### config.mk
export PLATFORM = sky130hd
export DESIGN_NAME = lssi_top
export DESIGN_NICKNAME = d
export VERILOG_FILES = /design/src/shared/lssi_pkg.sv /design/src/hw/lssi_sync.sv /design/src/hw/lssi_top.sv
export VERILOG_INCLUDE_DIRS = /design/src /design/src/shared
export SDC_FILE = /design/constraint.sdc
export NUM_CORES = 1
export LEC_CHECK = 0
export BUFFER_PORTS_ARGS = -buffer_cell sky130_fd_sc_hd__buf_2
export CAP_MARGIN = 15
export CORE_MARGIN = 4
export CORE_UTILIZATION = 43
export DETAILED_ROUTE_END_ITERATION = 6
export SYNTH_ARGS = -nofsm -noshare
export SYNTH_HDL_FRONTEND = slang
export SYNTH_SLANG_ARGS = --single-unit
### constraint.sdc
create_clock -name CLK_SYS -period 3.3 [get_ports CLK_SYS]
set_input_delay 0.165 -clock CLK_SYS [delete_from_list [all_inputs] [get_ports CLK_SYS]]
set_output_delay 0.165 -clock CLK_SYS [all_outputs]
set_load 0.005 [all_outputs]
### src/shared/lssi_cfg.svh
/*
  lssi_cfg.svh - constants of the led sink shift interface:
  channel count, serial output tap, reset values of the state.
  Assumes it is included by bare name from the package and the design.
*/
`ifndef LSSI_CFG_SVH
`define LSSI_CFG_SVH

// ==================================================================
// sizes
`define LSSI_CHANNELS 16
`define LSSI_SO_TAP 8

// ==================================================================
// reset values
`define LSSI_DATA_RST 16'h0000
`define LSSI_SO_RST 1'h1
`define LSSI_GATE_N_RST 1'h1

`endif

### src/shared/lssi_pkg.sv
/*
  lssi_pkg - types of the led sink shift interface: diagnostic mode
  enumeration and the packed state record of the top module.
  Assumes lssi_cfg.svh is on the include path.
*/
`include "lssi_cfg.svh"

package lssi_pkg;

  // ================================================================
  // modes: gray codes along the stepping path, except the LOWCUR to NORMAL exit
  typedef enum logic [2:0] {
    LSSI_NORMAL = 3'h0,
    LSSI_GLOBAL = 3'h1,
    LSSI_OPEN = 3'h3,
    LSSI_SHORT = 3'h2,
    LSSI_TEMP = 3'h6,
    LSSI_LOWCUR = 3'h7
  } lssi_mode_e;

  typedef logic [`LSSI_CHANNELS-1:0] lssi_chan_t;

  // ================================================================
  // whole state of the top module
  typedef struct packed {
    lssi_chan_t shreg;
    lssi_chan_t data;
    lssi_chan_t sinks;
    lssi_chan_t open_rep;
    lssi_chan_t short_rep;
    logic temp_rep;
    logic gfault;
    logic sclk_d;
    logic load_d;
    lssi_mode_e mode;
    logic so;
    logic low_cur;
    logic sense_en;
  } lssi_state_s;

endpackage

### src/hw/lssi_sync.sv
/*
  lssi_sync - two flip-flop synchroniser for a bundle of pin levels.
  Assumes each bit is an independent level; no word coherence is kept.
*/
`timescale 1ns/1ps

module lssi_sync
#(
  parameter int W = 1
)
(
  input wire logic clk,
  input wire logic rst,
  input wire logic ce,
  input wire logic [W-1:0] d,
  output logic [W-1:0] q
);

  typedef struct packed {
    logic [W-1:0] meta;
    logic [W-1:0] stab;
  } lssi_sync_s;

  lssi_sync_s s_ff;
  lssi_sync_s nxt_s;

  // ================================================================
  // first stage feeds only the second stage
  always_comb
  begin
    nxt_s = s_ff;
    nxt_s.meta = d;
    nxt_s.stab = s_ff.meta;
  end

  // ================================================================
  // register with clock enable
  always_ff @(posedge clk)
  begin
    if (rst)
    begin
      s_ff <= '0;
    end
    else if (ce)
    begin
      s_ff <= nxt_s;
    end
  end

  assign q = s_ff.stab;

endmodule

### src/hw/lssi_top.sv
/*
  lssi_top - serial front end of a 16 channel led sink driver:
  shift register, display data register, output gating, serial
  output tap, diagnostic mode stepping and fault capture.
  Assumes a system clock much faster than the serial clock (at least
  four system cycles per serial half period); serial clock, data,
  load, gate and fault sense levels arrive asynchronously from pins
  and analog comparators.
*/
// Contract
// each serial clock rise shifts serial_in into the shift chain
// sixteen sink channels, each driven by one display data bit
// display data register separate; shifting leaves outputs unchanged
// in error mode each serial clock rise steps to next mode
// drive_gate_n low enables all sinks, high turns all off
// normal mode: serial_out shows each bit 8.5 clocks after capture
// global mode: serial_out low means fault found, high none
// detect heat, open, short; latch global and detailed results
// low current mode runs tests at reduced drive current
// diagnostic modes use channel pins as sense inputs
// load strobe rise copies shift register into display data; open, short and temp modes fill the shift chain with the report instead
// cascade: host chains serial_out to serial_in, fills all first
`timescale 1ns/1ps
`include "lssi_cfg.svh"

module lssi_top
#(
  parameter int CHANNELS = `LSSI_CHANNELS,
  parameter int SO_TAP = `LSSI_SO_TAP
)
(
  input wire logic CLK_SYS,
  input wire logic RST,
  input wire logic CE,
  input wire logic SERIAL_CLK,
  input wire logic SERIAL_IN,
  input wire logic LOAD_STROBE,
  input wire logic DRIVE_GATE_N,
  input wire lssi_pkg::lssi_chan_t SENSE_OPEN,
  input wire lssi_pkg::lssi_chan_t SENSE_SHORT,
  input wire logic OVER_TEMP,
  output lssi_pkg::lssi_chan_t SINK_CHANNELS,
  output logic SERIAL_OUT,
  output logic LOW_CURRENT,
  output logic SENSE_ENABLE
);

  import lssi_pkg::*;

  localparam int NSYNC = 2 * CHANNELS + 5;

  lssi_state_s s_ff;
  lssi_state_s nxt_s;
  logic [NSYNC-1:0] pins_raw;
  logic [NSYNC-1:0] pins_sync;
  logic sclk;
  logic sdin;
  logic load;
  logic gate_n;
  logic hot;
  lssi_chan_t open_s;
  lssi_chan_t short_s;
  logic sclk_rise;
  logic sclk_fall;
  logic load_rise;
  logic in_diag;
  lssi_chan_t open_now;
  lssi_chan_t short_now;

  // ================================================================
  // pin synchronisers
  // all pin levels cross together; each bit settles on its own
  assign pins_raw = {SERIAL_CLK, SERIAL_IN, LOAD_STROBE, DRIVE_GATE_N,
                     OVER_TEMP, SENSE_OPEN, SENSE_SHORT};

  lssi_sync
  #(
    .W(NSYNC)
  )
  u_sync
  (
    .clk(CLK_SYS),
    .rst(RST),
    .ce(CE),
    .d(pins_raw),
    .q(pins_sync)
  );

  // unpack the stable copies
  assign sclk = pins_sync[NSYNC-1];
  assign sdin = pins_sync[NSYNC-2];
  assign load = pins_sync[NSYNC-3];
  assign gate_n = pins_sync[NSYNC-4];
  assign hot = pins_sync[NSYNC-5];
  assign open_s = pins_sync[2*CHANNELS-1:CHANNELS];
  assign short_s = pins_sync[CHANNELS-1:0];

  // ================================================================
  // edge detection on the synchronised serial clock and load
  assign sclk_rise = sclk & ~s_ff.sclk_d;
  assign sclk_fall = ~sclk & s_ff.sclk_d;
  assign load_rise = load & ~s_ff.load_d;
  assign in_diag = (s_ff.mode != LSSI_NORMAL);

  // ================================================================
  // per channel fault judgement
  // only a lit channel can show open or short, so dark ones are masked
  genvar gi;
  generate
    for (gi = 0; gi < CHANNELS; gi++)
    begin : g_chan
      assign open_now[gi] = s_ff.data[gi] & open_s[gi];
      assign short_now[gi] = s_ff.data[gi] & short_s[gi];
    end
  endgenerate

  // ================================================================
  // next state
  always_comb
  begin
    nxt_s = s_ff;
    nxt_s.sclk_d = sclk;
    nxt_s.load_d = load;

    // serial shift on each rise, in every mode
    if (sclk_rise)
    begin
      nxt_s.shreg = {s_ff.shreg[CHANNELS-2:0], sdin};
    end

    // mode stepping
    // entry: serial clock rises while load is held high
    if (sclk_rise)
    begin
      if (in_diag)
      begin
        case (s_ff.mode)
          LSSI_GLOBAL:
          begin
            nxt_s.mode = LSSI_OPEN;
          end
          LSSI_OPEN:
          begin
            nxt_s.mode = LSSI_SHORT;
          end
          LSSI_SHORT:
          begin
            nxt_s.mode = LSSI_TEMP;
          end
          LSSI_TEMP:
          begin
            nxt_s.mode = LSSI_LOWCUR;
          end
          LSSI_LOWCUR:
          begin
            nxt_s.mode = LSSI_NORMAL;
          end
          default:
          begin
            nxt_s.mode = LSSI_NORMAL;
          end
        endcase
      end
      else if (load)
      begin
        nxt_s.mode = LSSI_GLOBAL;
      end
    end

    // load strobe: latch display data and fault results
    // taken from the shift register as it stood before any same-cycle shift
    if (load_rise)
    begin
      case (s_ff.mode)
        LSSI_NORMAL:
        begin
          nxt_s.data = s_ff.shreg;
        end
        LSSI_GLOBAL, LSSI_LOWCUR:
        begin
          nxt_s.data = s_ff.shreg;
          nxt_s.gfault = (|open_now) | (|short_now) | hot;
          nxt_s.open_rep = open_now;
          nxt_s.short_rep = short_now;
          nxt_s.temp_rep = hot;
        end
        LSSI_OPEN:
        begin
          // detailed report is parked in the shift chain for read-back
          nxt_s.open_rep = open_now;
          nxt_s.shreg = open_now;
        end
        LSSI_SHORT:
        begin
          nxt_s.short_rep = short_now;
          nxt_s.shreg = short_now;
        end
        LSSI_TEMP:
        begin
          nxt_s.temp_rep = hot;
          nxt_s.shreg = {CHANNELS{hot}};
        end
        default:
        begin
          nxt_s.data = s_ff.data;
        end
      endcase
    end

    // serial output
    // normal tap changes on the falling edge, half a clock after the rise
    if (s_ff.mode == LSSI_GLOBAL)
    begin
      nxt_s.so = ~s_ff.gfault;
    end
    else if (sclk_fall)
    begin
      nxt_s.so = s_ff.shreg[SO_TAP];
    end

    // sink drive: gate overrides every mode
    nxt_s.sinks = gate_n ? '0 : s_ff.data;

    // analog mode controls
    nxt_s.sense_en = in_diag;
    nxt_s.low_cur = (s_ff.mode == LSSI_LOWCUR);
  end

  // ================================================================
  // state register, frozen while the clock enable is low
  always_ff @(posedge CLK_SYS)
  begin
    if (RST)
    begin
      s_ff.shreg <= `LSSI_DATA_RST;
      s_ff.data <= `LSSI_DATA_RST;
      s_ff.sinks <= `LSSI_DATA_RST;
      s_ff.open_rep <= `LSSI_DATA_RST;
      s_ff.short_rep <= `LSSI_DATA_RST;
      s_ff.temp_rep <= 1'h0;
      s_ff.gfault <= 1'h0;
      s_ff.sclk_d <= 1'h0;
      s_ff.load_d <= 1'h0;
      s_ff.mode <= LSSI_NORMAL;
      s_ff.so <= `LSSI_SO_RST;
      s_ff.low_cur <= 1'h0;
      s_ff.sense_en <= 1'h0;
    end
    else if (CE)
    begin
      s_ff <= nxt_s;
    end
  end

  // ================================================================
  // outputs straight from flip-flops
  assign SINK_CHANNELS = s_ff.sinks;
  assign SERIAL_OUT = s_ff.so;
  assign LOW_CURRENT = s_ff.low_cur;
  assign SENSE_ENABLE = s_ff.sense_en;

endmodule

==> metrics <==
first-pass GRT wire length 20.39 mm; number of nets in the layout 679; skew final 0.006582 ns; Tot GR Track Use 0.1741; design area 6839 um^2; status completed; Cells after Synth 583; largest cells by area after synthesis dfxtp_1, mux2i_1, nor2_1, mux2_2, a311oi_1; port bufs 58; placed wire-length estimate 8.023 mm; Peak Freq 503.9 MHz; Crit Path Category reg2reg; post-synthesis simple-gate area fraction 0.1575; clock root buffer clkbuf_16; core box area 12,770 um^2; largest net degree at the start of global routing 101; Synth cell types 43; WL final 12.20 mm; post-CTS setup buffers 0; Vias/cell 5.036; Finished Layout Cells 824; Hold WC Path Type in2reg; post-synthesis sequential area ratio 0.4625; Worst Slack Setup Final 1.315 ns; First-pass DRT Iterations 4; drt drc 0; RSZ-0062 raised after global routing false; routability congestion estimate 0.7717; GR Overflow Total 0; number of max-cap violations 0; Layout area overhead 20.61%; crit path launch type flip-flop; relative slew slack 0.2875; Placed Area 5848 um^2; Post-synth EDFFs 0; CTS Buf Count 17; Place WS 1.019 ns; total die area 15,090 um^2; DP Cell Count 758; CTS tree done; synthesized flop and latch total 131; Top FF cell, synth dfxtp_1; Synth Area per Inst 9.726 um^2; CTS Sinks 131; Clock Pin Slew Worst Setup and Hold Paths 0.05 ns; vias in the first global route 3,941; post-route ant nets 0; Final Hold Vio Count 0; Crit Path Max Fanout 21; Final Cycle Share 0.6014; Async SR Flop Fraction 0; Netlist Area Pre-Place 5670 um^2; Vias 4,150; Die Height 122.8 um; post-synthesis mux area share 0.1979; Ys Warns 0; WL/cell 14.80 um; final core occ 0.5354; die width 122.8 um; initial antenna violation count 0; post-synthesis xor/xnor area fraction 0; Syn Nets 623; worst path required time 3.58 ns; Synth Area in Adders 0; leak pwr 2.871 nW; final number of setup-violating endpoints 0; top cell type's share of synthesized area 0.4625; CTS H-tree depth 4; clk_lat worst skew 0.42 ns; Compound-Gate Fraction of Synth Area 0.1039; Power Dens Cells 577.6 nW/um^2; top cells by count, synth dfxtp_1, nor2_1, mux2i_1, clkbuf_1; num ports 59; Clock Path Buffers 2; starting DRC count in detailed routing 236; Final min period 1.985 ns; worst vdd ir 418.6 uV; Data arrival, critical path 2.26 ns; share of cells above drive strength 1 0.1856; Worst setup EP type flip-flop; Least-Margin Pin Slew 1.069 ns; largest family of logic cells by synthesized area multiplexers; Setup TNS Final 0 ns; cell with the most instances after synthesis dfxtp_1; Ant. Diodes 0; cell taking the most area after synthesis dfxtp_1; FP Rows 41; initial core utilization 0.4439; Slew Limit Fails 0
==> per-layer routing <==
metal	routed length, um	vias to the layer above	part of all wire	global-route usage
met5	0	-	0	0
met4	135	0	0.011	0.05948
met3	745	11	0.061	0.05207
met2	5308	109	0.44	0.2511
met1	6006	1908	0.49	0.2471
li1	-	2122	-	-
==> cells in the final DEF, fill, tap and decap left out, drive strengths merged, types with 3 or more instances in the layout <==
cell | synthesis | layout
a2111oi | 15 | 15
mux2i | 93 | 93
mux2 | 17 | 17
o21ai | 19 | 19
bufinv | 0 | 5
dfxtp | 131 | 131
a21oi | 20 | 20
buf | 39 | 63
inv | 17 | 17
clkbuf | 20 | 23
nand3b | 18 | 18
nand3 | 5 | 5
dlygate4sd3 | 0 | 33
nand2b | 19 | 19
a311oi | 17 | 17
nand4 | 3 | 3
nor2 | 131 | 131
==> per-stage QoR <==
stage | power [mW] | hold WS (ns)
2_1_floorplan | 1.835 | 0.3122
3_3_place_gp | 1.886 | 0.4000
3_5_place_dp | 1.893 | 0.4070
4_1_cts | 3.998 | 0.002620
5_1_grt | 4.107 | 0.01028
6_report | 3.950 | 0.009296
==> worst max-delay path: stages, from the launching register on <==
cell and delay [ns]:
dfxtp_1 0.41, buf_4 0.30, o21ai_0 0.11, nand2b_1 0.49, a311oi_1 0.09, a2111oi_0 0.43
==> logic make-up (layout without fill, tap and decap cells) <==
logic type      after synthesis  in the layout
compound gates               78             78
buf+inv                      76            145
flops                       131            131
mux                         110            110
simple gates                188            188
==> state kept, by name, summed over array words and instances (netlist names) <==
name and flops:
SENSE_ENABLE 1, SERIAL_OUT 1, SINK_CHANNELS 16, LOW_CURRENT 1, u_sync.q 37, u_sync.nxt_s 37, s_ff 38
==> timing repair <==
action	in CTS	in global routing
resized for setup	0	0
endpoints found under the hold margin	33	0
hold buffers	33	0
==> final timing paths <==
kind | cells after the start | slack [ns] | to | from
max | 5 | 1.32 | s_ff[76] | s_ff[3]
max reg2reg | 5 | 1.32 | s_ff[76] | s_ff[3]
min reg2reg | 1 | 0.46 | SERIAL_OUT | SERIAL_OUT
min | 3 | 0.009 | u_sync.nxt_s[12] | SENSE_SHORT[12]
==> cell type report <==
cell class	count	area (um^2)
timing repair buffer	96	679.4
clock buffer	23	478.0
tap	172	215.2
fill	1103	5934
inverter	17	63.81
clock inverter	9	175.2
multi-input combinational	376	2605
sequential	131	2623
==> report_power, final <==
| part | switching (mW) | internal [mW] | total (mW) |
|---|---|---|---|
| Combinational | 0.107 | 0.114 | 0.221 |
| Clock | 0.664 | 1.40 | 2.06 |
| Sequential | 0.0362 | 1.63 | 1.67 |
Power figures use the tool's default switching activity.
